### src/core/qec_pkg.sv
// package of constants and types for the quadrature encoder control block
package qec_pkg;

  // ****************************************
  // register map
  // ****************************************
  localparam logic [3:0] ADDR_CTRL = 4'h0; // control register
  localparam logic [3:0] ADDR_POS = 4'h1; // position / timer count
  localparam logic [3:0] ADDR_MAX = 4'h2; // maximum count value
  localparam logic [15:0] CTRL_RESET = 16'h0000;
  localparam logic [15:0] POS_RESET = 16'h0000;
  localparam logic [15:0] MAX_RESET = 16'hFFFF;
  localparam logic [15:0] CTRL_WMASK = 16'h27FF; // bits 15,14,12,11 not plain writable

  // ****************************************
  // control field positions
  // ****************************************
  localparam int BIT_CNT_ERR = 15;
  localparam int BIT_IDLE_STOP = 13;
  localparam int BIT_INDEX = 12;
  localparam int BIT_DIR = 11;
  localparam int BIT_MODE_HI = 10;
  localparam int BIT_MODE_LO = 8;
  localparam int BIT_SWAP = 7;
  localparam int BIT_DIR_OE = 6;
  localparam int BIT_GATE = 5;
  localparam int BIT_DIR_SRC = 0;

  // ****************************************
  // operating mode encodings
  // ****************************************
  localparam logic [2:0] MODE_OFF = 3'h0;
  localparam logic [2:0] MODE_TIMER = 3'h1;
  localparam logic [2:0] MODE_UNUSED2 = 3'h2;
  localparam logic [2:0] MODE_UNUSED3 = 3'h3;
  localparam logic [2:0] MODE_X2_IDX = 3'h4;
  localparam logic [2:0] MODE_X2_MAX = 3'h5;
  localparam logic [2:0] MODE_X4_IDX = 3'h6;
  localparam logic [2:0] MODE_X4_MAX = 3'h7;

  // decoded mode carried to the counter
  typedef struct packed {
    logic enc_en;   // quadrature decoding active
    logic x4;       // count on both phases
    logic idx_rst;  // index pulse resets counter
    logic max_rst;  // match with maximum resets counter
    logic timer_en; // general timer
  } qec_mode_s;

endpackage

### src/core/qec_quad_decoder.sv
// quadrature phase edge decoder producing count pulses and direction
`timescale 1ns/1ps
module qec_quad_decoder (
  input wire logic i_core_clk,
  input wire logic i_rst,
  input wire logic i_run,
  input wire logic i_x4,
  input wire logic i_phase_a,
  input wire logic i_phase_b,
  output logic o_count,
  output logic o_up
);
  logic a_q;
  logic b_q;
  logic a_edge;
  logic b_edge;

  // previous phase levels
  always_ff @(posedge i_core_clk) begin
    if (i_rst) begin
      a_q <= 1'b0;
      b_q <= 1'b0;
    end else begin
      a_q <= i_phase_a;
      b_q <= i_phase_b;
    end
  end

  // x2 counts phase a edges only, x4 counts both phases
  assign a_edge = a_q ^ i_phase_a;
  assign b_edge = b_q ^ i_phase_b;
  assign o_count = i_run & (a_edge | (i_x4 & b_edge));
  // a leading b counts up
  assign o_up = a_edge ? (i_phase_a ^ i_phase_b) : ~(i_phase_a ^ i_phase_b);
endmodule // qec_quad_decoder

### src/core/qec_core.sv
// quadrature encoder control: register file, mode decode and position counter
//
// The address-and-strobe port and the placing of the registers were decided locally.
`timescale 1ns/1ps
module qec_core (
  input wire logic i_core_clk,
  input wire logic i_rst,
  input wire logic [3:0] i_addr,
  input wire logic [15:0] i_wdata,
  input wire logic i_wr,
  input wire logic i_rd,
  output logic [15:0] o_rdata,
  input wire logic i_phase_a,
  input wire logic i_phase_b,
  input wire logic i_index,
  input wire logic i_idle,
  input wire logic i_timer_tick,
  input wire logic i_timer_gate,
  output logic o_dir,
  output logic o_dir_oe
);

  // ****************************************
  // mode decode
  // ****************************************
  function automatic qec_pkg::qec_mode_s mode_decode(input logic [2:0] m);
    qec_pkg::qec_mode_s r;
    r = '0;
    unique case (m)
      qec_pkg::MODE_X4_MAX: begin
        r.enc_en = 1'b1;
        r.x4 = 1'b1;
        r.max_rst = 1'b1;
      end
      qec_pkg::MODE_X4_IDX: begin
        r.enc_en = 1'b1;
        r.x4 = 1'b1;
        r.idx_rst = 1'b1;
      end
      qec_pkg::MODE_X2_MAX: begin
        r.enc_en = 1'b1;
        r.max_rst = 1'b1;
      end
      qec_pkg::MODE_X2_IDX: begin
        r.enc_en = 1'b1;
        r.idx_rst = 1'b1;
      end
      qec_pkg::MODE_TIMER: begin
        r.timer_en = 1'b1;
      end
      qec_pkg::MODE_UNUSED3, qec_pkg::MODE_UNUSED2, qec_pkg::MODE_OFF: begin
        r = '0;
      end
    endcase
    return r;
  endfunction

  // register index match, shared by the write decodes
  function automatic logic addr_hit(input logic [3:0] a, input logic [3:0] idx);
    return a == idx;
  endfunction

  // control word as software sees it: flag, status bits and stored fields
  function automatic logic [15:0] ctrl_view(input logic [15:0] c, input logic err, input logic idx,
                                            input logic dir);
    logic [15:0] v;
    v = c & qec_pkg::CTRL_WMASK;
    v[qec_pkg::BIT_CNT_ERR] = err;
    v[qec_pkg::BIT_INDEX] = idx;
    v[qec_pkg::BIT_DIR] = dir;
    return v;
  endfunction

  // ****************************************
  // state
  // ****************************************
  logic [15:0] ctrl_q;
  logic [15:0] pos_q;
  logic [15:0] max_q;
  logic cnt_err_q;
  logic dir_q;
  logic idx_q;
  logic [2:0] mode;
  qec_pkg::qec_mode_s md;
  logic run;
  logic cnt_pulse;
  logic cnt_up;
  logic idx_rise;
  logic max_hit;
  logic min_hit;
  logic wr_ctrl;
  logic wr_pos;
  logic wr_max;
  logic err_event;
  logic tmr_step;
  logic ph_a;
  logic ph_b;
  logic dec_run;
  logic idx_clear;
  logic [15:0] pos_d;
  logic [15:0] ctrl_d;

  assign mode = ctrl_q[qec_pkg::BIT_MODE_HI:qec_pkg::BIT_MODE_LO];
  assign md = mode_decode(mode);
  // chip idle with stop bit set halts the decoder, index clear and timer
  assign run = ~(i_idle & ctrl_q[qec_pkg::BIT_IDLE_STOP]);

  // ****************************************
  // address decode
  // ****************************************
  // one-cycle write strobes per register
  assign wr_ctrl = i_wr & addr_hit(i_addr, qec_pkg::ADDR_CTRL);
  assign wr_pos = i_wr & addr_hit(i_addr, qec_pkg::ADDR_POS);
  assign wr_max = i_wr & addr_hit(i_addr, qec_pkg::ADDR_MAX);

  // optional phase swap ahead of the decoder
  assign ph_a = ctrl_q[qec_pkg::BIT_SWAP] ? i_phase_b : i_phase_a;
  assign ph_b = ctrl_q[qec_pkg::BIT_SWAP] ? i_phase_a : i_phase_b;
  // decoder and index clear both stop in idle when asked to
  assign dec_run = run & md.enc_en;
  assign idx_clear = run & md.idx_rst & idx_rise;

  // ****************************************
  // phase decoder
  // ****************************************
  qec_quad_decoder u_dec (
    .i_core_clk(i_core_clk),
    .i_rst(i_rst),
    .i_run(dec_run),
    .i_x4(md.x4),
    .i_phase_a(ph_a),
    .i_phase_b(ph_b),
    .o_count(cnt_pulse),
    .o_up(cnt_up)
  );

  // ****************************************
  // index and limit detection
  // ****************************************
  // index edge history
  always_ff @(posedge i_core_clk) begin
    if (i_rst) begin
      idx_q <= 1'b0;
    end else begin
      idx_q <= i_index;
    end
  end

  assign idx_rise = i_index & ~idx_q;
  assign max_hit = (pos_q == max_q);
  assign min_hit = (pos_q == 16'h0000);
  // counter hits a limit before the index pulse arrived
  assign err_event = cnt_pulse & md.idx_rst & ~idx_rise &
                     ((cnt_up & max_hit) | (~cnt_up & min_hit));
  assign tmr_step = run & md.timer_en & i_timer_tick &
                    (~ctrl_q[qec_pkg::BIT_GATE] | i_timer_gate);

  // ****************************************
  // control register
  // ****************************************
  // control next value: only the stored fields take a write
  always_comb begin
    ctrl_d = ctrl_q;
    if (wr_ctrl) begin
      ctrl_d = i_wdata & qec_pkg::CTRL_WMASK;
    end
  end

  // control register
  always_ff @(posedge i_core_clk) begin
    if (i_rst) begin
      ctrl_q <= qec_pkg::CTRL_RESET;
    end else begin
      ctrl_q <= ctrl_d;
    end
  end

  // count error flag: hardware set beats software clear
  always_ff @(posedge i_core_clk) begin
    if (i_rst) begin
      cnt_err_q <= 1'b0;
    end else if (err_event) begin
      cnt_err_q <= 1'b1;
    end else if (wr_ctrl) begin
      cnt_err_q <= i_wdata[qec_pkg::BIT_CNT_ERR];
    end
  end

  // direction: decoder driven in encoder modes, software driven otherwise
  always_ff @(posedge i_core_clk) begin
    if (i_rst) begin
      dir_q <= 1'b0;
    end else if (md.enc_en) begin
      if (cnt_pulse) begin
        dir_q <= cnt_up; // source select ignored here
      end
    end else if (wr_ctrl) begin
      dir_q <= i_wdata[qec_pkg::BIT_DIR];
    end
  end

  // ****************************************
  // position counter / timer
  // ****************************************
  // next position: software load, index clear, encoder step, timer step
  always_comb begin
    pos_d = pos_q;
    if (wr_pos) begin
      pos_d = i_wdata;
    end else if (idx_clear) begin
      pos_d = 16'h0000;
    end else if (cnt_pulse & cnt_up) begin
      if (md.max_rst & max_hit) begin
        pos_d = 16'h0000;
      end else begin
        pos_d = pos_q + 16'h0001;
      end
    end else if (cnt_pulse) begin
      if (md.max_rst & min_hit) begin
        pos_d = max_q; // down from zero reloads the maximum
      end else begin
        pos_d = pos_q - 16'h0001;
      end
    end else if (tmr_step) begin
      if (max_hit) begin
        pos_d = 16'h0000;
      end else begin
        pos_d = pos_q + 16'h0001;
      end
    end
  end

  // position register
  always_ff @(posedge i_core_clk) begin
    if (i_rst) begin
      pos_q <= qec_pkg::POS_RESET;
    end else begin
      pos_q <= pos_d;
    end
  end

  // maximum count register
  always_ff @(posedge i_core_clk) begin
    if (i_rst) begin
      max_q <= qec_pkg::MAX_RESET;
    end else if (wr_max) begin
      max_q <= i_wdata;
    end
  end

  // ****************************************
  // read port and outputs
  // ****************************************
  always_ff @(posedge i_core_clk) begin
    if (i_rst) begin
      o_rdata <= 16'h0000;
    end else if (i_rd) begin
      unique case (i_addr)
        qec_pkg::ADDR_CTRL: begin
          o_rdata <= ctrl_view(ctrl_q, cnt_err_q, idx_q, dir_q);
        end
        qec_pkg::ADDR_POS: begin
          o_rdata <= pos_q;
        end
        qec_pkg::ADDR_MAX: begin
          o_rdata <= max_q;
        end
        default: begin
          o_rdata <= 16'h0000; // unmapped index reads zero
        end
      endcase
    end else begin
      o_rdata <= 16'h0000;
    end
  end

  // direction pin drive
  always_ff @(posedge i_core_clk) begin
    if (i_rst) begin
      o_dir <= 1'b0;
    end else begin
      o_dir <= dir_q;
    end
  end

  // direction pin enable, only while an encoder mode is selected
  always_ff @(posedge i_core_clk) begin
    if (i_rst) begin
      o_dir_oe <= 1'b0;
    end else begin
      o_dir_oe <= ctrl_q[qec_pkg::BIT_DIR_OE] & md.enc_en;
    end
  end

endmodule // qec_core

### config.mk
export PLATFORM = sky130hd
export DESIGN_NAME = qec_core
export DESIGN_NICKNAME = d
export VERILOG_FILES = /design/src/core/qec_pkg.sv /design/src/core/qec_quad_decoder.sv /design/src/core/qec_core.sv
export SDC_FILE = /design/constraint.sdc
export NUM_CORES = 1
export LEC_CHECK = 0
export ABC_AREA = 1
export ABC_CLOCK_PERIOD_IN_PS = 4100
export BUFFER_PORTS_ARGS = -buffer_cell sky130_fd_sc_hd__buf_2
export CAP_MARGIN = 20
export CORE_ASPECT_RATIO = 1.4
export CORE_MARGIN = 4
export CORE_UTILIZATION = 60
export DETAILED_ROUTE_END_ITERATION = 16
export PLACE_DENSITY = 0.84
export SLEW_MARGIN = 0
export SYNTH_ARGS = -nofsm -noshare
export SYNTH_HDL_FRONTEND = slang
export SYNTH_SLANG_ARGS = --single-unit
### constraint.sdc
create_clock -name i_core_clk -period 4.1 [get_ports i_core_clk]
set_clock_uncertainty 0.05 [all_clocks]
set_input_delay 0.41 -clock i_core_clk [delete_from_list [all_inputs] [get_ports i_core_clk]]
set_output_delay 0.41 -clock i_core_clk [all_outputs]
set_load 0.02 [all_outputs]
* Word level (Yosys, flattened, before mapping)
Cells that the tools add are included.
** Word-level totals
- Register bits after elaboration :: 67
- Bits in latches :: 0
- RAM bits :: 0
- Bits in read-only memories :: 0
- Input port bits :: 30
- Logic and storage cells :: 90
- Memories kept :: 0
** Operators by class
- Add/sub/neg operators :: 2
- Multiply operators :: 0
- Div/mod/pow operators :: 0
- $lt $le $gt $ge :: 0
- Equal/unequal tests :: 9
- Shift-type cells :: 0
- Multiplexer cells :: 22
- Bitwise logic cells :: 35
- Reduce and logical (&&, ||, !) cells :: 11
** Operator list (count)
- 16-bit 2-to-1 mux :: 8
- 16-bit case mux with 3 select lines :: 1
- 1-bit bitwise AND :: 22
- 16-bit by 1-bit adder with 16-bit output (second input constant) :: 1
- 16-bit equality test :: 1
- 16-bit zero test :: 1
- 16-bit by 1-bit subtractor with 16-bit output (second input constant) :: 1
- 1-bit 2-to-1 mux :: 13
- 3-bit equality test (second input constant) :: 4
- 2-bit OR reduction :: 4
- 1-bit inverter :: 7
- 5-bit nonzero test :: 1
- 4-bit by 1-bit equality test with 1-bit output (second input constant) :: 1
- 4-bit by 2-bit equality test with 1-bit output (second input constant) :: 1
- 4-bit zero test :: 1
- 2-bit nonzero test :: 2
- 4-bit OR reduction :: 1
- 3-bit by 1-bit equality test with 1-bit output (second input constant) :: 1
- 1-bit bitwise OR :: 3
- 1-bit XOR :: 3
- 2-bit by 1-bit inequality test with 1-bit output (second input constant) :: 1
- 2-bit AND reduction :: 1

* Logic depth before layout (Yosys ltp)
Gate-level depths: netlist (run 1).
- Word-level depth :: 10
- Depth in mapped cells :: 15
- Mapped depth without buffers :: 14

* By module
Synthesis (run 1) repeated with hierarchy kept, for this count alone.
** Second synthesis, totals
- Cells, all modules :: 734
- Area, all modules :: 4737.0 um^2
** By module, submodules not included
- qec_core :: times used 1, cells an instance 712, area an instance 4608.2 um^2, seq. area each 1301.2 um^2
- qec_quad_decoder :: times used 1, cells an instance 22, area an instance 128.9 um^2, seq. area each 40.0 um^2

* Least setup slack after synthesis (run 1)
OpenSTA, ideal clock, no wires.
- Path type :: reg-to-reg
- From :: reg pos_q[0]
- To :: reg pos_q[11]
- Setup time :: 0.118 ns
- Arrival :: 1.583 ns
- Data required time :: 3.932 ns
- Path slack :: 2.349 ns
- Cell stages (with the launch flop) :: 15
- Buffers on the path :: 1
- Period minus slack after synthesis :: 1.751 ns
- Cell sequence :: dfxtp_1 -> buf_2 -> inv_2 -> ha_1 -> inv_1 -> nor2_1 -> nand3_1 -> nor2_1 -> nand3_2 -> nand3_1 -> nand2_1 -> o21ai_1 -> nand2_1 -> nand2_1 -> a21oi_1
** On the way
- Longest elaborated chain between the ends :: 7
- Elaborated cells between the ends (all ways) :: 14
- Those cells by class :: 2 x add/sub; 1 x eq/ne; 8 x mux; 2 x bitwise; 1 x reduce/logical
** RTL lines
- start: declaration :: RTL line qec_core.sv:78 : logic [15:0] pos_q;
- start signal: assignment :: RTL line qec_core.sv:236 : pos_q <= qec_pkg::POS_RESET;
- start signal: assignment :: RTL line qec_core.sv:238 : pos_q <= pos_d;
- 16-bit by 1-bit adder with 16-bit output (tied with other cells) :: RTL line qec_core.sv:216, qec_core.sv:228
- 16-bit 2-to-1 mux or 1-bit bitwise AND (tied branches) :: RTL line qec_core.sv:225, qec_core.sv:219
- 16-bit 2-to-1 mux (on tied branches) :: RTL line qec_core.sv:224, qec_core.sv:219
- 16-bit 2-to-1 mux :: RTL line qec_core.sv:218 : end else if (cnt_pulse) begin
- 16-bit 2-to-1 mux (*) :: RTL line qec_core.sv:212 : end else if (cnt_pulse & cnt_up) begin
- 16-bit 2-to-1 mux (*) :: RTL line qec_core.sv:210 : end else if (idx_clear) begin
- 16-bit 2-to-1 mux (*) :: RTL line qec_core.sv:208 : if (wr_pos) begin
Every way passes the cells marked *; elsewhere a longest branch is shown, timed or not. The select of a mux whose other input is x is not followed.
A chain may end at the register's enable or synchronous reset.

* Worst setup path after layout (run 1)
- From :: reg pos_q[3]
- To :: reg pos_q[10]
Same word-level chain as after synthesis.

==> metrics.csv, run 1 <==
metric,value,unit
status,completed,
port buffer count,47,
FF-to-FF End,pos_q[10],
fin crit period,2334,ps
clk slew on worst S/H paths,80,ps
Total Wirelength,14070,um
"Clk Latency, worst-skew pair",350,ps
Layout Cells excl Fill,856,
Min-Delay Path Class,primary input to register,
Peak VDD IR,0.1990,mV
FF-to-FF path depth,12,
"Period Utilization, post-route",56.92,%
initial antenna violation count,0,
WS Path Type,register to register,
I/O pin cnt,48,
Final Setup Violations,0,
routed len/inst,16.43,um
fin. max-slew vios,0,
cts bufs inserted,9,
sequential-to-total area share from yosys stat,28.53,%
Mapped Area,4702,um^2
Clk Tree Root Cell,clkbuf_8,
initial DRC count,658,
area delta synth->final,7.637,%
Worst slew margin,50.05,%
first-pass GRT wire length,23460,um
DRC errors left,0,
initial core utilization,62.70,%
Syn Area/Cell,6.441,um^2
"Top FF cell, synth",dfxtp_1,
Antenna Cells,0,
layout cells sized above 1,14.76,%
worst stage delay on the critical path,640,ps
via count,5007,
reg2reg start,pos_q[3],
Final Hold Fails,0,
Highest Clock Rate,0.4285,GHz
hold_buf cts,0,
RSZ-0062 raised after global routing,no,
Yosys reg bits,67,
Hold Slack,220.3,ps
setup TNS,0,ps
core area,7500,um^2
Leak,0.002518,uW
Worst setup endpoint,pos_q[10],
post-CTS setup buffer count,0,
Crit-path slowest cell,dfxtp_1,
"FFs w/ async S/R, synth",0,%
post-DP HPWL,10370,um
actual slew at the worst max-slew pin,746.9,ps
CP startpoint,pos_q[3],
CP top delay family,simple AND/OR/NAND/NOR gates,
R2R Setup Slk,1770,ps
"Cell Chain, Critical Path",inv_1 -> nand2_1 -> nand2_1 -> nor2_1 -> nand2_1 -> nor2_1 -> nand3_1 -> buf_4 -> inv_1 -> o21ai_0 -> nand3_1 -> a21oi_1,
synth warn,0,
total power,1641,uW
library cells used by synthesis,39,
CP required,4290,ps
global route overflow,0,
Post-DRT Antenna Nets,0,
Crit Path Max Fanout,11,
synthesized instance count,730,
vias in the first global route,4732,
Clock Path Buffers,2,
Arrival @ worst endpoint,2520,ps
post-CTS resize count,0,
DR vias/cell,5.849,
pwr dens,324.2,nW/um^2
drt pass-1 iters,6,
Nets,787,
syn_nets,763,
die height,112.7,um
GPL Wtd Cong,0.9395,
CP bufs+invs,3,
H-tree levels,3,
"EDFF count, synth",0,
Rows,37,
Die Span X,82.82,um
die area,9337,um^2
CTS tree,built,
placed cells,839,
largest net degree at the start of global routing,47,
Worst path depth,12,
Startpoint Class,register,
clock sink total,67,
Critical Path Sink Type,register,
critical path's most frequent cell,nand2_1,
Max-cap violations,0,
Tot GR Track Use,30.67,%
-- registers in the layout (all words and copies together), names as in the netlist, 12 cells and up --
register,count
o_rdata,16
ctrl_q,12
max_q,16
pos_q,16
-- metrics by stage --
stage / setup slack (ps) / area [um^2] / util [%]
floorplan: 2349 / 4702 / -
global placement: 1501 / 4832 / 64.43
detailed placement: 1401 / 4832 / 64.43
CTS: 1746 / 5046 / 67.28
global route: 1562 / 5061 / 67.48
finish: 1766 / 5061 / 67.48
-- layout by cell type (no fill, tap or decap), types with 3 or more instances in the layout --
cell type    n
nand2_1    222
inv_1       79
dfxtp_1     67
nor2_1      56
a21oi_1     52
nand3_1     51
buf_2       47
o21ai_0     30
o211ai_1    22
xor2_1      19
o221ai_1    14
o21ai_1     14
clkbuf_8    12
nand4_1      8
inv_2        7
nand2_2      7
nand3_2      6
nor2_2       5
nand2_4      5
nor2_4       5
nand3b_1     3
ha_1         3
-- kinds of logic after synthesis --
family	count (synthesis)	share of synthesized area, %
compound gates	135	17.00
xor+xnor	21	4.311
fa+ha+maj	3	0.7984
buf+inv	126	12.40
flops	67	28.53
simple gates	378	36.96
-- per-layer routing --
| layer | GRT usage (%) | vias up | wire length (um) |
|---|---|---|---|
| li1 | - | 2412 | - |
| met5 | 0 | - | 0 |
| met3 | 6.336 | 46 | 1432 |
| met1 | 38.61 | 2266 | 5569 |
| met2 | 50.00 | 283 | 6507 |
| met4 | 14.72 | 0 | 555 |
-- worst min path at each step --
stage,cells past startpoint,to,from
6_report,3,idx_q,i_index
5_1_grt,3,idx_q,i_index
4_1_cts,3,idx_q,i_index
3_3_place_gp,2,ctrl_q[4],ctrl_q[4]
2_1_floorplan,2,o_dir,dir_q
3_5_place_dp,2,o_dir,dir_q
-- worst register-to-register path: cells and delay by family (launching register included) --
family / cells / cell delay [ps]
AO/OA/AOI/OAI: 2 / 210
buffers and inverters: 3 / 590
flip-flops: 1 / 640
AND/OR/NAND/NOR: 7 / 740
-- report_power, final --
group          internal (uW)  total (uW)  switching [uW]
sequential               670         708            37.9
clock                    331         587             256
combinational            122         346             224
-- cell usage after synthesis (2+ instances only) --
library cell,number,area (um^2)
buf_2,9,45.04
nand3b_1,3,22.52
nand2_1,222,833.3
a21oi_1,52,260.3
inv_4,2,12.51
nand3_2,6,60.06
ha_1,3,37.54
o221ai_1,14,122.6
buf_6,7,78.83
o211ai_1,22,165.2
nor3_1,2,10.01
nand2_4,5,56.30
dfxtp_1,67,1341
o21ai_0,30,150.1
inv_2,7,26.28
nor3_4,2,32.53
nand3b_2,2,22.52
nor2_1,57,214.0
xor2_1,19,166.4
clkbuf_1,9,33.78
nor2_4,5,56.30
nand2_2,7,43.79
nor2_2,4,25.02
inv_1,79,296.5
buf_4,11,82.58
nand4_1,8,50.05
nand3_1,51,255.2
o21ai_1,14,70.07
-- final cells by class --
type	instances	area [um^2]
flip-flops and latches	67	1341
inverters	89	339.1
well taps	97	121.4
clock buffers	13	168.9
repair buffers	50	265.3
clock inverters	3	45.04
multi-input cells	537	2780
fillers	669	2439
No activity file was read; power rests on OpenSTA's default activity.
==> run 2, diff against run 1 <==
- ABC_CLOCK_PERIOD_IN_PS: 4100 -> 2300
- clock period: 4.1 -> 2.3 ns (I/O delays scaled with it)
==> run 2 against run 1 <==
Global-route usage rose by 0.88 points. Sequential share of layout area fell by 0.91 points. Power rose by 93%. Hold slack got worse by 190 ps. Clock-buffer cell count fell by 3. Cell count rose by 2.2%. Die area did not move. Largest power group is now clock. Highest routed layer unchanged.
==> metrics.csv, run 2 (synthesis gave the netlist of run 1 again) <==
metric,value,unit
initial DRC count,879,
Total Wirelength,15080,um
Min-Delay Path Class,primary input to register,
GPL Wtd Cong,1.048,
DRC errors left,0,
Clock Path Buffers,2,
Worst slew margin,59.26,%
Final Hold Fails,0,
drt pass-1 iters,9,
most frequent cells in the layout,"nand2_1 (222), inv_1 (79), dfxtp_1 (66)",
RSZ-0062 raised after global routing,no,
Antenna Cells,0,
Arrival @ worst endpoint,2370,ps
Placement Setup Slack,139.6,ps
global route overflow,0,
Max-cap violations,0,
via count,5250,
routed len/inst,17.24,um
Highest Clock Rate,0.4642,GHz
vias in the first global route,4798,
"Period Utilization, post-route",93.67,%
"Clk Latency, worst-skew pair",370,ps
CTS tree,built,
core area,7500,um^2
WS Path Type,register to register,
port buffer count,47,
Critical Path Sink Type,register,
Leak,0.002643,uW
Regs by FF count,"max_q (16), o_rdata (16), pos_q (16)",
status,completed,
largest net degree at the start of global routing,46,
fin. max-slew vios,0,
final core area utilization,69.95,%
actual slew at the worst max-slew pin,610.4,ps
fin crit period,2154,ps
Rows,37,
setup TNS,0,ps
pwr dens,604.3,nW/um^2
Tot GR Track Use,31.54,%
Post-DRT Antenna Nets,0,
cts bufs inserted,9,
Peak VDD IR,0.3269,mV
Startpoint Class,register,
Crit Path Max Fanout,17,
DR vias/cell,6.000,
clk slew on worst S/H paths,90,ps
first-pass GRT wire length,23900,um
Die Span X,82.82,um
Final Setup Violations,0,
post-CTS setup buffer count,0,
"commonest non-fill, non-tap cell in the layout",nand2_1,
initial core utilization,62.70,%
CP required,2510,ps
die height,112.7,um
area delta synth->final,11.58,%
initial antenna violation count,0,
I/O pin cnt,48,
Nets,806,
hold_buf cts,0,
post-DP HPWL,11010,um
die area,9337,um^2
Clk Tree Root Cell,clkbuf_8,
H-tree levels,3,
layout cells sized above 1,17.10,%
Final WS setup,145.7,ps
clock sink total,67,
[run 2: cell count changes in the layout (fill, tap and decap cells not counted), moves of 2 or more]
cell        before  now
buf_4            2   21
bufinv_16        1    3
clkbuf_8        12   10
clkinv_4         0    2
clkinvlp_4       2    0
[run 2: per-stage QoR]
stage	std cells	power [uW]	hold WS, ps	instance area, um^2
6_report	875	3170	33.91	5246
3_3_place_gp	859	1895	390.2	4995
5_1_grt	875	3283	44.35	5246
4_1_cts	875	3145	40.24	5245
2_1_floorplan	730	1741	249.1	4702
3_5_place_dp	859	1907	397.5	4995
[run 2: worst max-delay path, cell delays in order, from the launching register on]
cell and delay [ps]:
dfxtp_1 530, inv_1 130, nand2_1 80, nand2_1 60
nor2_1 180, nand2_1 90, nor2_1 180, nand2_2 300
nand2_1 160, nand2_1 50, o21ai_1 70, nand2_1 60
nand2_1 60, a21oi_1 50
[run 2: layout make-up]
cell class | instances | area (um^2)
clock buffer | 10 | 137.6
clock inverter | 6 | 112.6
fill | 641 | 2253
inverter | 89 | 339.1
multi-input combinational | 537 | 2780
sequential | 67 | 1343
tap | 97 | 121.4
timing repair buffer | 69 | 412.9
[run 2: where the power goes]
group          switching, uW  internal, uW
clock                    505           751
sequential              45.9          1200
combinational            438           235
[run 2: layer usage]
layer | GRT usage (%) | up-vias | wire (um)
met5 | 0 | - | 0
met4 | 17.12 | 0 | 705
met3 | 6.409 | 69 | 1701
met2 | 51.50 | 393 | 7013
met1 | 38.93 | 2345 | 5663
li1 | - | 2443 | -
[run 2: timing repair]
| action | in CTS | in global routing |
|---|---|---|
| gates resized for setup | 0 | 1 |
| endpoints found under the hold margin | 0 | 0 |
| setup endpoints to repair | 0 | 16 |
[run 2: worst paths after layout]
| kind | from | to | slack [ps] | cells after the start |
|---|---|---|---|---|
| setup / recovery | pos_q[6] | pos_q[11] | 150 | 13 |
| setup reg to reg | pos_q[6] | pos_q[11] | 150 | 13 |
| hold / removal | i_index | idx_q | 30 | 3 |
| hold reg to reg | ctrl_q[4] | ctrl_q[4] | 420 | 2 |
